[src/pirq_params.svh]
// Constants for the peripheral interrupt flag registers: offsets, fields, reset values.
//
// Contract
// - Flags set on events, regardless of enables.
// - First register: gate, adc, rx, tx, ssp, ccp1, tmr2, tmr1.
// - Receive and transmit flags are read-only.
// - All flags clear to zero on reset.
// - One means pending, zero means not pending.
// - Second register: oscfail, cmp2, cmp1, eeprom, collision, ccp2.
// - Second register bits 2 and 1 read zero.
// - Peripheral enable gates every flag to core.
`ifndef PIRQ_PARAMS_SVH
`define PIRQ_PARAMS_SVH

// Byte offsets of the registers on the register bus.
`define PIRQ_OFF_FLAGS_ONE     32'h0000_0000
`define PIRQ_OFF_FLAGS_TWO     32'h0000_0004
`define PIRQ_OFF_MASK_ONE      32'h0000_0008
`define PIRQ_OFF_MASK_TWO      32'h0000_000C
`define PIRQ_OFF_CONTROL       32'h0000_0010

// Bit positions in the first flag register.
`define PIRQ_BIT_TIMER1_GATE   7
`define PIRQ_BIT_ADC_DONE      6
`define PIRQ_BIT_SERIAL_RX     5
`define PIRQ_BIT_SERIAL_TX     4
`define PIRQ_BIT_SYNC_SERIAL   3
`define PIRQ_BIT_CAPCOMP1      2
`define PIRQ_BIT_TIMER2_MATCH  1
`define PIRQ_BIT_TIMER1_OVF    0

// Bit positions in the second flag register.
`define PIRQ_BIT_OSC_FAIL      7
`define PIRQ_BIT_COMPARATOR2   6
`define PIRQ_BIT_COMPARATOR1   5
`define PIRQ_BIT_EEPROM_DONE   4
`define PIRQ_BIT_BUS_COLLISION 3
`define PIRQ_BIT_CAPCOMP2      0

// Bit position of the peripheral interrupt enable in the control register.
`define PIRQ_BIT_PERIPH_EN     0

// Implemented and software-writable bits of each flag register.
`define PIRQ_IMPL_ONE          8'hFF
`define PIRQ_SWWR_ONE          8'hCF
`define PIRQ_IMPL_TWO          8'hF9
`define PIRQ_SWWR_TWO          8'hF9

// Reset values.
`define PIRQ_RST_FLAGS         8'h00
`define PIRQ_RST_MASK          8'h00
`define PIRQ_RST_CONTROL       1'b0

// Bus response codes.
`define PIRQ_RESP_OKAY         2'h0
`define PIRQ_RESP_SLVERR       2'h2

`endif

[src/pirq_pkg.sv]
// Types shared by the peripheral interrupt flag register files.
package pirq_pkg;

  // One flag register byte.
  typedef logic [7:0] flag_byte_t;

  // Register selected by a bus address.
  typedef enum logic [2:0] {
    SEL_FLAGS_ONE,
    SEL_FLAGS_TWO,
    SEL_MASK_ONE,
    SEL_MASK_TWO,
    SEL_CONTROL,
    SEL_NONE
  } reg_sel_e;

  // Write channel state.
  typedef enum logic {
    WR_IDLE,
    WR_RESP
  } wr_state_e;

  // Read channel state.
  typedef enum logic {
    RD_IDLE,
    RD_RESP
  } rd_state_e;

endpackage

[src/flag_bank.sv]
// One byte of sticky event flags with a software write port.
`timescale 1ns/100ps
`default_nettype none
`include "pirq_params.svh"

module flag_bank
#(
  parameter pirq_pkg::flag_byte_t IMPL_MASK = `PIRQ_IMPL_ONE,
  parameter pirq_pkg::flag_byte_t SW_MASK   = `PIRQ_SWWR_ONE
)
(
  input  wire logic               clk,
  input  wire logic               rst_n,
  input  wire pirq_pkg::flag_byte_t set_evt,
  input  wire logic               wr_en,
  input  wire pirq_pkg::flag_byte_t wr_data,
  output pirq_pkg::flag_byte_t    flags
);
  import pirq_pkg::*;

  flag_byte_t flags_reg;   // Stored flags.
  flag_byte_t flags_next;  // Next value of the stored flags.

  // Software replaces only its writable bits, then events are ORed on top,
  // so an event in the same cycle as a clearing write survives.
  always_comb
  begin
    flags_next = flags_reg;
    if (wr_en)
    begin
      // Read-only and unimplemented bits keep their value here.
      flags_next = (flags_reg & ~SW_MASK) | (wr_data & SW_MASK);
    end
    // Events set their flag whatever any enable says.
    flags_next = (flags_next | set_evt) & IMPL_MASK;
  end

  // Register the flags; reset clears every one.
  always_ff @(posedge clk)
  begin
    if (!rst_n)
    begin
      flags_reg <= `PIRQ_RST_FLAGS;
    end
    else
    begin
      flags_reg <= flags_next;
    end
  end

  assign flags = flags_reg;

endmodule
`default_nettype wire

[src/peripheral_irq_flag_regs.sv]
// Peripheral interrupt flag registers behind an AXI4-Lite slave, with masks and one interrupt line.
//
// The register addresses and register access over AXI4-Lite were left to the implementer.
`timescale 1ns/100ps
`default_nettype none
`include "pirq_params.svh"

module peripheral_irq_flag_regs
#(
  parameter int ADDR_W = 8
)
(
  input  wire logic              CORE_CLK,
  input  wire logic              RST_N,
  // Write address channel.
  input  wire logic [ADDR_W-1:0] S_AXI_AWADDR,
  input  wire logic [2:0]        S_AXI_AWPROT,
  input  wire logic              S_AXI_AWVALID,
  output logic                   S_AXI_AWREADY,
  // Write data channel.
  input  wire logic [31:0]       S_AXI_WDATA,
  input  wire logic [3:0]        S_AXI_WSTRB,
  input  wire logic              S_AXI_WVALID,
  output logic                   S_AXI_WREADY,
  // Write response channel.
  output logic [1:0]             S_AXI_BRESP,
  output logic                   S_AXI_BVALID,
  input  wire logic              S_AXI_BREADY,
  // Read address channel.
  input  wire logic [ADDR_W-1:0] S_AXI_ARADDR,
  input  wire logic [2:0]        S_AXI_ARPROT,
  input  wire logic              S_AXI_ARVALID,
  output logic                   S_AXI_ARREADY,
  // Read data channel.
  output logic [31:0]            S_AXI_RDATA,
  output logic [1:0]             S_AXI_RRESP,
  output logic                   S_AXI_RVALID,
  input  wire logic              S_AXI_RREADY,
  // Event inputs for the first flag register, high for each cycle of the condition.
  input  wire logic              TIMER1_GATE_EVT,
  input  wire logic              ADC_DONE_EVT,
  input  wire logic              SERIAL_RECEIVE_EVT,
  input  wire logic              SERIAL_TRANSMIT_EVT,
  input  wire logic              SYNC_SERIAL_EVT,
  input  wire logic              CAPCOMP1_EVT,
  input  wire logic              TIMER2_MATCH_EVT,
  input  wire logic              TIMER1_OVERFLOW_EVT,
  // Event inputs for the second flag register.
  input  wire logic              OSC_FAIL_EVT,
  input  wire logic              COMPARATOR2_EVT,
  input  wire logic              COMPARATOR1_EVT,
  input  wire logic              EEPROM_WRITE_DONE_EVT,
  input  wire logic              BUS_COLLISION_EVT,
  input  wire logic              CAPCOMP2_EVT,
  // Level interrupt request towards the core.
  output logic                   IRQ
);
  import pirq_pkg::*;

  // Map a bus address onto one of the registers, or none when unmapped.
  function automatic reg_sel_e decode_addr(input logic [ADDR_W-1:0] addr);
    logic [31:0] wide;
    wide = 32'(addr);
    unique case (wide)
      `PIRQ_OFF_FLAGS_ONE: decode_addr = SEL_FLAGS_ONE;
      `PIRQ_OFF_FLAGS_TWO: decode_addr = SEL_FLAGS_TWO;
      `PIRQ_OFF_MASK_ONE:  decode_addr = SEL_MASK_ONE;
      `PIRQ_OFF_MASK_TWO:  decode_addr = SEL_MASK_TWO;
      `PIRQ_OFF_CONTROL:   decode_addr = SEL_CONTROL;
      default:             decode_addr = SEL_NONE;
    endcase
  endfunction

  // Flag register contents as seen by software.
  flag_byte_t        flags_one;         // First flag register.
  flag_byte_t        flags_two;         // Second flag register.
  flag_byte_t        set_one;           // Event vector of the first register.
  flag_byte_t        set_two;           // Event vector of the second register.

  // Mask and control registers.
  flag_byte_t        mask_one_reg;      // Interrupt mask for the first register.
  flag_byte_t        mask_one_next;     // Next mask for the first register.
  flag_byte_t        mask_two_reg;      // Interrupt mask for the second register.
  flag_byte_t        mask_two_next;     // Next mask for the second register.
  logic              periph_en_reg;     // Peripheral interrupt enable.
  logic              periph_en_next;    // Next peripheral interrupt enable.

  // Write channel state.
  wr_state_e         wr_state_reg;      // Write state.
  wr_state_e         wr_state_next;     // Next write state.
  logic              aw_held_reg;       // Write address captured.
  logic              aw_held_next;      // Next write address captured flag.
  logic [ADDR_W-1:0] aw_addr_reg;       // Captured write address.
  logic [ADDR_W-1:0] aw_addr_next;      // Next captured write address.
  logic              w_held_reg;        // Write data captured.
  logic              w_held_next;       // Next write data captured flag.
  logic [7:0]        w_data_reg;        // Captured low data byte.
  logic [7:0]        w_data_next;       // Next captured data byte.
  logic              w_lane_reg;        // Captured strobe of the low byte.
  logic              w_lane_next;       // Next captured strobe.
  logic [1:0]        bresp_reg;         // Write response code.
  logic [1:0]        bresp_next;        // Next write response code.
  logic              wr_do;             // Write is carried out in this cycle.
  reg_sel_e          wr_sel;            // Register addressed by the write.
  logic              wr_byte;           // Write carries the low byte.

  // Read channel state.
  rd_state_e         rd_state_reg;      // Read state.
  rd_state_e         rd_state_next;     // Next read state.
  logic [31:0]       rdata_reg;         // Read data held for the master.
  logic [31:0]       rdata_next;        // Next read data.
  logic [1:0]        rresp_reg;         // Read response code.
  logic [1:0]        rresp_next;        // Next read response code.
  reg_sel_e          rd_sel;            // Register addressed by the read.

  // Gather the first register's events in their documented bit order.
  always_comb
  begin
    set_one = 8'h00;
    set_one[`PIRQ_BIT_TIMER1_GATE]  = TIMER1_GATE_EVT;
    set_one[`PIRQ_BIT_ADC_DONE]     = ADC_DONE_EVT;
    set_one[`PIRQ_BIT_SERIAL_RX]    = SERIAL_RECEIVE_EVT;
    set_one[`PIRQ_BIT_SERIAL_TX]    = SERIAL_TRANSMIT_EVT;
    set_one[`PIRQ_BIT_SYNC_SERIAL]  = SYNC_SERIAL_EVT;
    set_one[`PIRQ_BIT_CAPCOMP1]     = CAPCOMP1_EVT;
    set_one[`PIRQ_BIT_TIMER2_MATCH] = TIMER2_MATCH_EVT;
    set_one[`PIRQ_BIT_TIMER1_OVF]   = TIMER1_OVERFLOW_EVT;
  end

  // Gather the second register's events; bits 2 and 1 have no source.
  always_comb
  begin
    set_two = 8'h00;
    set_two[`PIRQ_BIT_OSC_FAIL]      = OSC_FAIL_EVT;
    set_two[`PIRQ_BIT_COMPARATOR2]   = COMPARATOR2_EVT;
    set_two[`PIRQ_BIT_COMPARATOR1]   = COMPARATOR1_EVT;
    set_two[`PIRQ_BIT_EEPROM_DONE]   = EEPROM_WRITE_DONE_EVT;
    set_two[`PIRQ_BIT_BUS_COLLISION] = BUS_COLLISION_EVT;
    set_two[`PIRQ_BIT_CAPCOMP2]      = CAPCOMP2_EVT;
  end

  // Decode of the captured write address.
  assign wr_sel  = decode_addr(aw_addr_reg);
  assign wr_byte = wr_do && w_lane_reg;

  // First flag register; receive and transmit bits are not writable.
  flag_bank
  #(
    .IMPL_MASK (`PIRQ_IMPL_ONE),
    .SW_MASK   (`PIRQ_SWWR_ONE)
  )
  u_flags_one
  (
    .clk     (CORE_CLK),
    .rst_n   (RST_N),
    .set_evt (set_one),
    .wr_en   (wr_byte && (wr_sel == SEL_FLAGS_ONE)),
    .wr_data (w_data_reg),
    .flags   (flags_one)
  );

  // Second flag register; its two unimplemented bits stay at zero.
  flag_bank
  #(
    .IMPL_MASK (`PIRQ_IMPL_TWO),
    .SW_MASK   (`PIRQ_SWWR_TWO)
  )
  u_flags_two
  (
    .clk     (CORE_CLK),
    .rst_n   (RST_N),
    .set_evt (set_two),
    .wr_en   (wr_byte && (wr_sel == SEL_FLAGS_TWO)),
    .wr_data (w_data_reg),
    .flags   (flags_two)
  );

  // Next values of the mask and control registers on a write.
  always_comb
  begin
    mask_one_next  = mask_one_reg;
    mask_two_next  = mask_two_reg;
    periph_en_next = periph_en_reg;
    if (wr_byte)
    begin
      unique case (wr_sel)
        SEL_MASK_ONE:
        begin
          mask_one_next = w_data_reg;
        end
        SEL_MASK_TWO:
        begin
          mask_two_next = w_data_reg & `PIRQ_IMPL_TWO;
        end
        SEL_CONTROL:
        begin
          periph_en_next = w_data_reg[`PIRQ_BIT_PERIPH_EN];
        end
        default:
        begin
          // Flag registers are written inside their banks; unmapped writes do nothing.
        end
      endcase
    end
  end

  // Register masks and control; reset leaves every source masked.
  always_ff @(posedge CORE_CLK)
  begin
    if (!RST_N)
    begin
      mask_one_reg  <= `PIRQ_RST_MASK;
      mask_two_reg  <= `PIRQ_RST_MASK;
      periph_en_reg <= `PIRQ_RST_CONTROL;
    end
    else
    begin
      mask_one_reg  <= mask_one_next;
      mask_two_reg  <= mask_two_next;
      periph_en_reg <= periph_en_next;
    end
  end

  // A set flag counts as pending; nothing reaches the core without the peripheral enable.
  assign IRQ = periph_en_reg && (|((flags_one & mask_one_reg) | (flags_two & mask_two_reg)));

  // Write channel: take address and data in either order, then answer once both are in.
  always_comb
  begin
    wr_state_next = wr_state_reg;
    aw_held_next  = aw_held_reg;
    aw_addr_next  = aw_addr_reg;
    w_held_next   = w_held_reg;
    w_data_next   = w_data_reg;
    w_lane_next   = w_lane_reg;
    bresp_next    = bresp_reg;
    wr_do         = 1'b0;
    unique case (wr_state_reg)
      WR_IDLE:
      begin
        // Capture the address when offered.
        if (S_AXI_AWVALID && S_AXI_AWREADY)
        begin
          aw_held_next = 1'b1;
          aw_addr_next = S_AXI_AWADDR;
        end
        // Capture the data when offered; only the low byte is stored.
        if (S_AXI_WVALID && S_AXI_WREADY)
        begin
          w_held_next = 1'b1;
          w_data_next = S_AXI_WDATA[7:0];
          w_lane_next = S_AXI_WSTRB[0];
        end
        // Both halves present: carry the write out and answer.
        if (aw_held_reg && w_held_reg)
        begin
          wr_do         = 1'b1;
          aw_held_next  = 1'b0;
          w_held_next   = 1'b0;
          wr_state_next = WR_RESP;
          bresp_next    = (wr_sel == SEL_NONE) ? `PIRQ_RESP_SLVERR : `PIRQ_RESP_OKAY;
        end
      end
      WR_RESP:
      begin
        // Hold the response until the master takes it.
        if (S_AXI_BREADY)
        begin
          wr_state_next = WR_IDLE;
        end
      end
    endcase
  end

  // Register the write channel state.
  always_ff @(posedge CORE_CLK)
  begin
    if (!RST_N)
    begin
      wr_state_reg <= WR_IDLE;
      aw_held_reg  <= 1'b0;
      aw_addr_reg  <= '0;
      w_held_reg   <= 1'b0;
      w_data_reg   <= 8'h00;
      w_lane_reg   <= 1'b0;
      bresp_reg    <= `PIRQ_RESP_OKAY;
    end
    else
    begin
      wr_state_reg <= wr_state_next;
      aw_held_reg  <= aw_held_next;
      aw_addr_reg  <= aw_addr_next;
      w_held_reg   <= w_held_next;
      w_data_reg   <= w_data_next;
      w_lane_reg   <= w_lane_next;
      bresp_reg    <= bresp_next;
    end
  end

  // Each half is accepted once per write and only while no response is open.
  assign S_AXI_AWREADY = (wr_state_reg == WR_IDLE) && !aw_held_reg;
  assign S_AXI_WREADY  = (wr_state_reg == WR_IDLE) && !w_held_reg;
  assign S_AXI_BVALID  = (wr_state_reg == WR_RESP);
  assign S_AXI_BRESP   = bresp_reg;

  // Decode of the offered read address.
  assign rd_sel = decode_addr(S_AXI_ARADDR);

  // Read channel: sample the addressed register when the address is taken.
  always_comb
  begin
    rd_state_next = rd_state_reg;
    rdata_next    = rdata_reg;
    rresp_next    = rresp_reg;
    unique case (rd_state_reg)
      RD_IDLE:
      begin
        if (S_AXI_ARVALID)
        begin
          rd_state_next = RD_RESP;
          rresp_next    = `PIRQ_RESP_OKAY;
          // Upper bits and unmapped addresses read as zero.
          unique case (rd_sel)
            SEL_FLAGS_ONE: rdata_next = {24'h000000, flags_one};
            SEL_FLAGS_TWO: rdata_next = {24'h000000, flags_two};
            SEL_MASK_ONE:  rdata_next = {24'h000000, mask_one_reg};
            SEL_MASK_TWO:  rdata_next = {24'h000000, mask_two_reg};
            SEL_CONTROL:   rdata_next = {31'h00000000, periph_en_reg};
            default:
            begin
              rdata_next = 32'h00000000;
              rresp_next = `PIRQ_RESP_SLVERR;
            end
          endcase
        end
      end
      RD_RESP:
      begin
        // Hold the data until the master takes it.
        if (S_AXI_RREADY)
        begin
          rd_state_next = RD_IDLE;
        end
      end
    endcase
  end

  // Register the read channel state.
  always_ff @(posedge CORE_CLK)
  begin
    if (!RST_N)
    begin
      rd_state_reg <= RD_IDLE;
      rdata_reg    <= 32'h00000000;
      rresp_reg    <= `PIRQ_RESP_OKAY;
    end
    else
    begin
      rd_state_reg <= rd_state_next;
      rdata_reg    <= rdata_next;
      rresp_reg    <= rresp_next;
    end
  end

  // Read handshake outputs.
  assign S_AXI_ARREADY = (rd_state_reg == RD_IDLE);
  assign S_AXI_RVALID  = (rd_state_reg == RD_RESP);
  assign S_AXI_RDATA   = rdata_reg;
  assign S_AXI_RRESP   = rresp_reg;

endmodule
`default_nettype wire

[config.mk]
export PLATFORM = sky130hd
export DESIGN_NAME = peripheral_irq_flag_regs
export DESIGN_NICKNAME = d
export VERILOG_FILES = /design/src/pirq_pkg.sv /design/src/flag_bank.sv /design/src/peripheral_irq_flag_regs.sv
export VERILOG_INCLUDE_DIRS = /design/src
export SDC_FILE = /design/constraint.sdc
export NUM_CORES = 1
export LEC_CHECK = 0
export ABC_AREA = 0
export BUFFER_PORTS_ARGS = -buffer_cell sky130_fd_sc_hd__buf_2
export CORE_ASPECT_RATIO = 1.4
export CORE_MARGIN = 4
export CORE_UTILIZATION = 51
export DETAILED_ROUTE_END_ITERATION = 6
export GPL_TIMING_DRIVEN = 0
export PLACE_DENSITY = 0.85
export SLEW_MARGIN = 30
export SYNTH_ARGS = -nofsm -noshare
export SYNTH_HDL_FRONTEND = slang
export SYNTH_SLANG_ARGS = --single-unit
[constraint.sdc]
create_clock -name CORE_CLK -period 2.86 [get_ports CORE_CLK]
set_clock_uncertainty 0.15 [all_clocks]
set_input_delay 0.429 -clock CORE_CLK [delete_from_list [all_inputs] [get_ports CORE_CLK]]
set_output_delay 0.429 -clock CORE_CLK [all_outputs]
set_load 0.005 [all_outputs]
==> metrics.md, run 1 <==
| Metric | Value |
|---|---|
| Root buffer cell | `clkbuf_8` |
| Worst R2R Path Depth | `4` |
| Count of state elements after synthesis | `60` |
| IO Count | `121` |
| Initial antenna violation count | `0` |
| Hold depth | `3` |
| Num CTS Buffers | `9` |
| CTS Hold Bufs | `0` |
| Flip-flop and latch area | `1201 um2` |
| Power per standard cell area | `535.4 nW/um2` |
| Fin crit share | `75.90%` |
| Via Count | `2395` |
| Worst hold path class | `in -> reg` |
| Die area | `6675 um2` |
| Post-DP HPWL | `4919 um` |
| Largest net degree at the start of global routing | `11` |
| Post-Syn Area per Cell | `9.240 um2` |
| Gr ovfl total | `0` |
| Fmax | `460.7 MHz` |
| Gr busiest metal | `met2` |
| Final #Nets | `475` |
| Clock latency on the worst-skew pair | `0.33 ns` |
| Utilization after layout | `66.03%` |
| Critical path arrival | `1.59 ns` |
| Overall routing resource usage | `19.97%` |
| CTS resizes | `0` |
| Post-route cell area | `3432 um2` |
| Min Tclk post-route | `2.171 ns` |
| Max cap viols | `0` |
| TritonCTS clock tree | `built` |
| Initial Util | `53.15%` |
| Layout area overhead | `24.23%` |
| Kind of end point of the critical path | `output pin` |
| First DRT Iteration DRCs | `94` |
| Core ar. | `5197 um2` |
| Die Y | `95.09 um` |
| WL final | `6486 um` |
| Cell area after synthesis | `2763 um2` |
| Lkg Pwr | `1.625 nW` |
| Die X | `70.21 um` |
| Status | `completed` |
| Post CTS Setup Buffer Count | `0` |
| Final antenna-violating net count | `0` |
| Most common cell after layout, fill and taps aside | `buf_2` |
| Cell Rows | `31` |
| CTS Sinks | `60` |
| Placer Congestion | `0.8320` |
| CTS H-tree depth | `3` |
| Vias in the first global route | `2317` |
| Fillers | `455` |
| Met3 Use GR | `6.646%` |
| RSZ-0062 raised after global routing | `no` |
| Slew Limit Fails | `0` |
| Critical path class | `reg -> out` |
| Worst-path clk slew | `0.06 ns` |
| Max_slew headroom | `58.83%` |
| Critical Path Stages | `5` |
| VDD IR max | `0.3564 mV` |
| Share of layout cells above drive strength 1 | `29.25%` |
| Crit path cell chain | `a22o_1, a221oi_1, nand3_1, o21a_1, buf_2` |
| Critical Path Max Stage Delay | `0.33 ns` |
| Pwr Total | `1.837 mW` |
| M2 GR Usage | `35.41%` |
| Critical-path top delay cell | `dfxtp_1` |
| Register area share after synthesis | `43.48%` |
| R2R Setup Slk | `1.07 ns` |
| DRC viols | `0` |
| TritonRoute pass-1 iters | `7` |
| Final Hold Viols | `0` |
| Yosys cell types | `37` |
| CP required | `2.28 ns` |
| Worst setup startpoint | `u_flags_two.flags[4]` |
| I/O Buffers | `61` |
| Worst r2r dst | `mask_one_reg[1]` |
| Synthesized netlist cell count | `299` |
| Ant. Diodes | `0` |
| DR vias/cell | `5.139` |
| Area of the multi-input gates | `1395 um2` |
| Setup-failing EPs final | `0` |
| Critical path capture point | `IRQ` |
| Worst-Margin Slew | `0.6176 ns` |
| First-pass GRT wire length | `10410 um` |
| Max clock buf depth | `2` |
| Met1 GRT Util | `20.89%` |
| Yosys Warn Count | `0` |
| Most frequent cells in the layout | `buf_2 (65), dfxtp_1 (60), nor2_1 (42)` |
| CP Buf/Inv Count | `1` |
| Final setup TNS | `0 ns` |
| Crit-path max FO | `3` |
| Worst r2r src | `w_held_reg` |
| CP top delay family | `compound AO/OA/AOI/OAI gates` |
| Setup crit start kind | `flip-flop` |
| Routed WL per cell | `13.92 um` |
| Placed Area | `3244 um2` |
-- worst min-delay path: stages --
cell	delay (ns)
buf_2	0.07
nor2_1	0.03
nor2_1	0.07
-- Yosys cell counts --
cell type,count,area share (%)
a211oi_1,1,0.27
a21oi_1,13,2.4
a221oi_1,1,0.32
a22o_1,1,0.32
a22oi_1,12,3.3
a31oi_1,1,0.23
and2_1,2,0.45
and3_1,2,0.45
and4b_1,1,0.36
buf_1,1,0.14
buf_2,4,0.72
buf_4,26,7.1
clkbuf_1,8,1.1
conb_1,1,0.14
dfxtp_1,60,43
inv_1,2,0.27
inv_2,1,0.14
mux2i_1,28,10
mux4_2,5,4.1
nand2_1,19,2.6
nand2b_1,3,0.68
nand3_1,5,0.91
nand3_2,2,0.72
nand3b_1,1,0.27
nor2_1,42,5.7
nor2b_1,2,0.45
nor3_1,40,7.2
nor3b_1,1,0.27
nor4_4,1,0.77
nor4b_1,1,0.32
nor4b_4,2,1.7
nor4bb_1,3,1.1
o211a_1,1,0.36
o21a_1,2,0.54
o21ai_0,2,0.36
o311ai_0,1,0.32
or4_4,1,0.41
-- worst min-delay path by stage --
stage / slack, ns / start / end
final: 0.15 / SERIAL_RECEIVE_EVT / u_flags_one.flags[5]
after global routing: 0.17 / S_AXI_AWADDR[0] / aw_addr_reg[0]
after CTS: 0.14 / SERIAL_TRANSMIT_EVT / u_flags_one.flags[4]
after detailed placement: 0.30 / S_AXI_RDATA[0] / S_AXI_RDATA[0]
after global placement: 0.29 / S_AXI_RDATA[0] / S_AXI_RDATA[0]
after floorplan: 0.30 / S_AXI_RDATA[0] / S_AXI_RDATA[0]
-- metal layers --
metal	vias up	part of all wire (%)
met3	22	6.8
met5	-	0
met4	0	3.0
met1	1070	39
li1	1206	-
met2	97	51
-- cells by family after synthesis --
group	after synthesis	share of synthesized area [%]
and+or+nand+nor	128	24.41
DFF	60	43.48
AOI/OAI and AO/OA	35	8.334
buffers and inverters	42	9.420
other	1	0.1357
muxes	33	14.22
-- metrics by stage --
stage	cells	hold slack, ns	setup slack, ns
after floorplan	324	0.3027	1.193
after global placement	451	0.2925	1.001
after detailed placement	451	0.2962	0.9835
after CTS	466	0.1394	0.6909
after global routing	466	0.1713	0.6481
final	466	0.1543	0.6892
-- power breakdown --
| group | leakage (nW) | switching [mW] | internal, mW |
|---|---|---|---|
| Clock | 0.0986 | 0.309 | 0.403 |
| Sequential | 0.492 | 0.0419 | 0.873 |
| Combinational | 1.03 | 0.102 | 0.108 |
| Total | 1.62 | 0.453 | 1.38 |
-- area by class of cell --
class	count	share of cell area, %
Clock buffer	14	5.323
Buffer	39	7.255
Tap cell	66	2.406
Clock inverter	1	0.1458
Timing Repair Buffer	61	8.895
Multi-Input combinational cell	222	40.65
Inverter	3	0.3281
Sequential cell	60	35.00
No activity file was read; power rests on OpenSTA's default activity.
==> run 2, diff against run 1 <==
--- a/config.mk
+++ b/config.mk
@@ -10,10 +10,10 @@
 export BUFFER_PORTS_ARGS = -buffer_cell sky130_fd_sc_hd__buf_2
 export CORE_ASPECT_RATIO = 1.4
 export CORE_MARGIN = 4
-export CORE_UTILIZATION = 51
+export CORE_UTILIZATION = 47
 export DETAILED_ROUTE_END_ITERATION = 6
 export GPL_TIMING_DRIVEN = 0
-export PLACE_DENSITY = 0.85
+export PLACE_DENSITY = 0.79
 export SLEW_MARGIN = 30
 export SYNTH_ARGS = -nofsm -noshare
 export SYNTH_HDL_FRONTEND = slang
==> constraint.sdc (replaced) <==
create_clock -name CORE_CLK -period 2.1 [get_ports CORE_CLK]
set_clock_uncertainty 0.15 [all_clocks]
set_input_delay 0.315 -clock CORE_CLK [delete_from_list [all_inputs] [get_ports CORE_CLK]]
set_output_delay 0.315 -clock CORE_CLK [all_outputs]
set_load 0.005 [all_outputs]
==> run 2 against run 1 <==
Non-clock buffer count unchanged. Via count down 1.7%. Setup slack worse by 0.56 ns. Wire length fell by 3.4%. Critical endpoint unchanged. Sequential power up 36%.
==> metrics.md, run 2 (synthesis gave the netlist of run 1 again) <==
| Metric | Value |
|---|---|
| Status | `completed` |
| Layout area overhead | `25.05%` |
| Worst hold path class | `in -> reg` |
| Vias in the first global route | `2244 (-3.2%)` |
| Overall routing resource usage | `17.78% (-2.2 points)` |
| CP required | `1.63 ns (-0.65 ns)` |
| Initial antenna violation count | `0 (unchanged)` |
| Worst setup startpoint | `u_flags_two.flags[4]` |
| Ant. Diodes | `0 (unchanged)` |
| Logic pwr share | `11.0% (-0.4 points)` |
| Hold Crit Start | `SERIAL_TRANSMIT_EVT` |
| TritonCTS clock tree | `built` |
| DR vias/cell | `5.021 (-2.3%)` |
| IO Count | `121 (unchanged)` |
| Area of the multi-input gates | `1401 um2 (+0.45%)` |
| Post-route cell area | `3455 um2 (+0.66%)` |
| Crit-path max FO | `3 (unchanged)` |
| Power per standard cell area | `744.1 nW/um2 (+39%)` |
| Final antenna-violating net count | `0 (unchanged)` |
| Flip-flop and latch area | `1201 um2 (unchanged)` |
| Final #Nets | `475 (unchanged)` |
| CTS resizes | `0 (unchanged)` |
| CTS H-tree depth | `3 (unchanged)` |
| Max cap viols | `0 (unchanged)` |
| Num CTS Buffers | `9 (unchanged)` |
| Post-DP HPWL | `4920 um (about the same)` |
| Routed WL per cell | `13.36 um (-4.0%)` |
| Die Y | `98.72 um (+3.8%)` |
| Cell Rows | `32 (+3.2%)` |
| Worst-Margin Slew | `0.5549 ns (-0.06262 ns)` |
| Most common cell after layout, fill and taps aside | `buf_2` |
| Via Count | `2355 (-1.7%)` |
| Worst-path clk slew | `0.07 ns (about the same)` |
| Post CTS Setup Buffer Count | `0 (unchanged)` |
| WL final | `6266 um (-3.4%)` |
| Setup slack after layout | `0.1292 ns (-0.5600 ns)` |
| Psw | `0.6306 mW (+39%)` |
| Fillers | `514 (+13%)` |
| Largest net degree at the start of global routing | `11 (unchanged)` |
| Setup crit start kind | `flip-flop` |
| Setup-failing EPs final | `0 (unchanged)` |
| Critical path arrival | `1.51 ns (-0.08 ns)` |
| Switching Share | `24.53% (-0.10 points)` |
| Fmax | `507.4 MHz` |
| Setup WS pre-CTS | `0.3237 ns (-0.6598 ns)` |
| Clock latency on the worst-skew pair | `0.34 ns (about the same)` |
| Power share of the sequential group | `48.4% (-1.4 points)` |
| I/O Buffers | `61 (unchanged)` |
| Slew Limit Fails | `0 (unchanged)` |
| Final Hold Viols | `0 (unchanged)` |
| Root buffer cell | `clkbuf_8` |
| TritonRoute pass-1 iters | `4 (-3)` |
| Utilization after layout | `61.63% (-4.4 points)` |
| DRC viols | `0 (unchanged)` |
| CTS Sinks | `60 (unchanged)` |
| Core ar. | `5605 um2 (+7.8%)` |
| Final setup TNS | `0 ns (unchanged)` |
| Worst r2r src | `S_AXI_BVALID` |
| First DRT Iteration DRCs | `86 (-8.5%)` |
| Initial Util | `49.29% (-3.9 points)` |
| Share of layout cells above drive strength 1 | `29.93% (+0.68 points)` |
| Die area | `7186 um2 (+7.6%)` |
| Pwr Total | `2.571 mW (+40%)` |
| RSZ-0062 raised after global routing | `no` |
| First-pass GRT wire length | `10050 um (-3.4%)` |
| Kind of end point of the critical path | `output pin` |
| Fin crit share | `93.85%` |
| Critical path class | `reg -> out` |
| Clk network pwr share | `40.5% (+1.7 points)` |
| Min Tclk post-route | `1.971 ns` |
| Max_slew headroom | `63.00% (+4.2 points)` |
| Max clock buf depth | `2 (unchanged)` |
| Internal | `1.940 mW (+40%)` |
| Placed Area | `3247 um2 (about the same)` |
| Gr ovfl total | `0 (unchanged)` |
| Lkg Pwr | `1.638 nW (+0.81%)` |
| VDD IR max | `0.6788 mV (+90%)` |
| Placer Congestion | `0.8459 (+1.7%)` |
| CTS Hold Bufs | `0 (unchanged)` |
| Die X | `72.80 um (+3.7%)` |
| Most frequent cells in the layout | `buf_2 (65), dfxtp_1 (60), nor2_1 (42)` |
==> run 2: cell types whose count changed in the layout (fill, tap and decap cells not counted) <==
cell,previous run,this run
a221oi_2,0,1
clkbuf_8,13,11
bufinv_16,0,1
clkinv_2,1,4
clkbuf_1,9,8
a221oi_1,1,0
==> run 2: routing by layer <==
metal / wire [um] / vias up / global-route usage (%)
met5: 0 / - / 0
met2: 3217 / 67 / 30.67
met3: 464 / 9 / 5.306
met4: 91 / 0 / 7.955
met1: 2491 / 1072 / 19.72
li1: - / 1207 / -
==> run 2: final cells by class <==
cell class	count	share of cell area (%)
timing repair buffer	61	8.837
sequential	60	34.77
clock buffer	11	4.382
inverter	3	0.3260
multi-input combinational	222	40.56
clock inverter	5	1.449
tap	68	2.463
buffer	39	7.208
==> run 2: final timing paths <==
kind	cells after the start	slack [ns]	to
setup / recovery	5	0.13	IRQ
hold reg to reg	2	0.30	S_AXI_RDATA[0]
setup reg to reg	4	0.34	mask_one_reg[6]
hold / removal	3	0.02	u_flags_one.flags[4]
==> run 2: critical path: stages, from the launching register on <==
cell and delay (ns):
dfxtp_1 0.34, a22o_1 0.25, a221oi_2 0.17, nand3_1 0.10, o21a_1 0.19, buf_2 0.12
==> run 2: power groups by stage <==
stage	clock, mW	combinational [mW]	sequential (mW)
2_1_floorplan	0	0.196	1.25
3_3_place_gp	0	0.277	1.26
3_5_place_dp	0	0.284	1.27
4_1_cts	1.06	0.285	1.24
5_1_grt	1.10	0.318	1.25
6_report	1.04	0.284	1.24
==> run 2: metrics by stage <==
| stage | hold WS, ns | std cells |
|---|---|---|
| 3_5_place_dp | 0.2951 | 453 |
| 6_report | 0.02188 | 469 |
| 5_1_grt | 0.04987 | 469 |
| 4_1_cts | 0.01866 | 469 |
| 3_3_place_gp | 0.2928 | 453 |
| 2_1_floorplan | 0.2808 | 324 |
==> run 3, diff against run 2 <==
--- a/config.mk
+++ b/config.mk
@@ -8,7 +8,7 @@
 export LEC_CHECK = 0
 export ABC_AREA = 0
 export BUFFER_PORTS_ARGS = -buffer_cell sky130_fd_sc_hd__buf_2
-export CORE_ASPECT_RATIO = 1.4
+export CORE_ASPECT_RATIO = 1.1
 export CORE_MARGIN = 4
 export CORE_UTILIZATION = 47
 export DETAILED_ROUTE_END_ITERATION = 6
==> run 3 against run 2 <==
First-iteration DRC count increased by 110%. Highest routed layer unchanged. Largest cell class unchanged. Clock-buffer cell count increased by 1. Power increased by 6.6%. Wire length increased by 3.0%.
==> metrics.md, run 3 (synthesis gave the netlist of run 1 again) <==
| Metric | Value |
|---|---|
| TritonRoute pass-1 iters | `4 (unchanged)` |
| Fmax | `494.0 MHz (-2.6%)` |
| Max clock buf depth | `2 (unchanged)` |
| Max cap viols | `0 (unchanged)` |
| Ant. Diodes | `0 (unchanged)` |
| Worst-path clk slew | `0.07 ns (about the same)` |
| Num CTS Buffers | `9 (unchanged)` |
| Setup crit start kind | `flip-flop` |
| Routed WL per cell | `13.52 um (+1.2%)` |
| Vias in the first global route | `2253 (+0.40%)` |
| Power per standard cell area | `783.4 nW/um2 (+5.3%)` |
| Die Y | `88.41 um (-10%)` |
| Post-DP HPWL | `4913 um (-0.14%)` |
| Flip-flop and latch area | `1201 um2 (unchanged)` |
| IO Count | `121 (unchanged)` |
| VDD IR max | `0.4697 mV (-31%)` |
| CTS Sinks | `60 (unchanged)` |
| Kind of end point of the critical path | `output pin` |
| Largest net degree at the start of global routing | `11 (unchanged)` |
| First DRT Iteration DRCs | `183 (+110%)` |
| Critical path class | `reg -> out` |
| Initial antenna violation count | `0 (unchanged)` |
| Die X | `81.10 um (+11%)` |
| Layout Cells excl Fill | `477 (+1.7%)` |
| Root buffer cell | `clkbuf_8` |
| Most common cell after layout, fill and taps aside | `buf_2` |
| Min Tclk post-route | `2.024 ns (+0.05341 ns)` |
| Fillers | `520 (+1.2%)` |
| Clock latency on the worst-skew pair | `0.35 ns (about the same)` |
| Crit-path max FO | `3 (unchanged)` |
| Core ar. | `5733 um2 (+2.3%)` |
| CTS Hold Bufs | `0 (unchanged)` |
| Via Count | `2355 (unchanged)` |
| Final #Nets | `475 (unchanged)` |
| Initial Util | `48.19% (-1.1 points)` |
| Setup-failing EPs final | `0 (unchanged)` |
| Final antenna-violating net count | `0 (unchanged)` |
| Critical path arrival | `1.56 ns (+0.05 ns)` |
| Final setup TNS | `0 ns (unchanged)` |
| I/O Buffers | `61 (unchanged)` |
| Hold depth | `3 (unchanged)` |
| WL final | `6451 um (+3.0%)` |
| Overall routing resource usage | `19.15% (+1.4 points)` |
| Worst R2R Path Depth | `4 (unchanged)` |
| Die area | `7170 um2 (-0.22%)` |
| Area of the multi-input gates | `1401 um2 (unchanged)` |
| CP required | `1.63 ns (about the same)` |
| Worst hold path class | `in -> reg` |
| Lkg Pwr | `1.648 nW (+0.60%)` |
| Final hold slack | `0.02052 ns (-0.001356 ns)` |
| Worst-Margin Slew | `0.5663 ns (+0.01133 ns)` |
| R2R Setup Slk | `0.31 ns (-0.03 ns)` |
| DRC viols | `0 (unchanged)` |
| Status | `completed` |
| CTS H-tree depth | `3 (unchanged)` |
| Max_slew headroom | `62.25% (-0.76 points)` |
| Placer Congestion | `0.7416 (-12%)` |
| Layout area overhead | `26.63%` |
| TritonCTS clock tree | `built` |
| Inst Count DP | `462 (+2.0%)` |
| First-pass GRT wire length | `10330 um (+2.7%)` |
| Fin crit share | `96.39% (+2.5 points)` |
| Gr ovfl total | `0 (unchanged)` |
| Final Hold Viols | `0 (unchanged)` |
| Utilization after layout | `61.02% (-0.61 points)` |
| DR vias/cell | `4.937 (-1.7%)` |
| Share of layout cells above drive strength 1 | `29.75% (-0.18 points)` |
| RSZ-0062 raised after global routing | `no` |
| Cell Rows | `29 (-9.4%)` |
| Slew Limit Fails | `0 (unchanged)` |
| Most frequent cells in the layout | `buf_2 (65), dfxtp_1 (60), nor2_1 (42)` |
run 3: cell types whose count changed in the layout (fill, tap and decap cells not counted), sizes merged:
cell,before,now
clkinv,4,1
clkbuf,19,20
bufinv,1,2
run 3: final cells by class:
class | count | share of cell area (%)
clock buffers | 12 | 4.721
multi-input cells | 222 | 40.06
flip-flops and latches | 60 | 34.33
clock inverters | 3 | 1.967
well taps | 77 | 2.754
inverters | 3 | 0.3219
plain buffers | 39 | 7.117
repair buffers | 61 | 8.727
run 3: timing repair:
item,4_1_cts,5_1_grt
endpoints found under the setup margin,0,1
buffers inserted,0,0
resized for setup,0,1
run 3: path summary, 6_finish.rpt:
path / startpoint / end
max: u_flags_two.flags[4] / IRQ
min: SERIAL_RECEIVE_EVT / u_flags_one.flags[5]
max reg2reg: S_AXI_BVALID / mask_one_reg[3]
min reg2reg: S_AXI_RDATA[0] / S_AXI_RDATA[0]
run 3: per-layer routing:
metal | wire length (um) | vias to the layer above | GRT usage (%)
li1 | - | 1203 | -
met1 | 2773 | 1056 | 22.95
met2 | 3021 | 85 | 31.44
met3 | 520 | 11 | 4.786
met4 | 136 | 0 | 10.45
met5 | 0 | - | 0
run 3: worst max-delay path, stage by stage (launching register included):
cell	delay, ns
dfxtp_1	0.35
a22o_1	0.24
a221oi_2	0.18
nand3_1	0.12
o21a_1	0.20
buf_2	0.12
run 3: report_power, final:
| part | total (mW) | internal (mW) | leakage [nW] | switching [mW] |
|---|---|---|---|---|
| registers | 1.25 | 1.19 | 0.492 | 0.0584 |
| logic | 0.285 | 0.147 | 1.04 | 0.137 |
| clock network | 1.21 | 0.761 | 0.119 | 0.448 |
| total | 2.74 | 2.10 | 1.65 | 0.644 |
run 3: metrics by stage:
step           area (um2)  setup slack, ns  power [mW]
2_1_floorplan        2856           0.5471       1.449
3_3_place_gp         3258           0.3216       1.543
3_5_place_dp         3258           0.2914       1.555
4_1_cts              3492          0.02202       2.753
5_1_grt              3498         0.009909       2.852
6_report             3498          0.07577       2.741
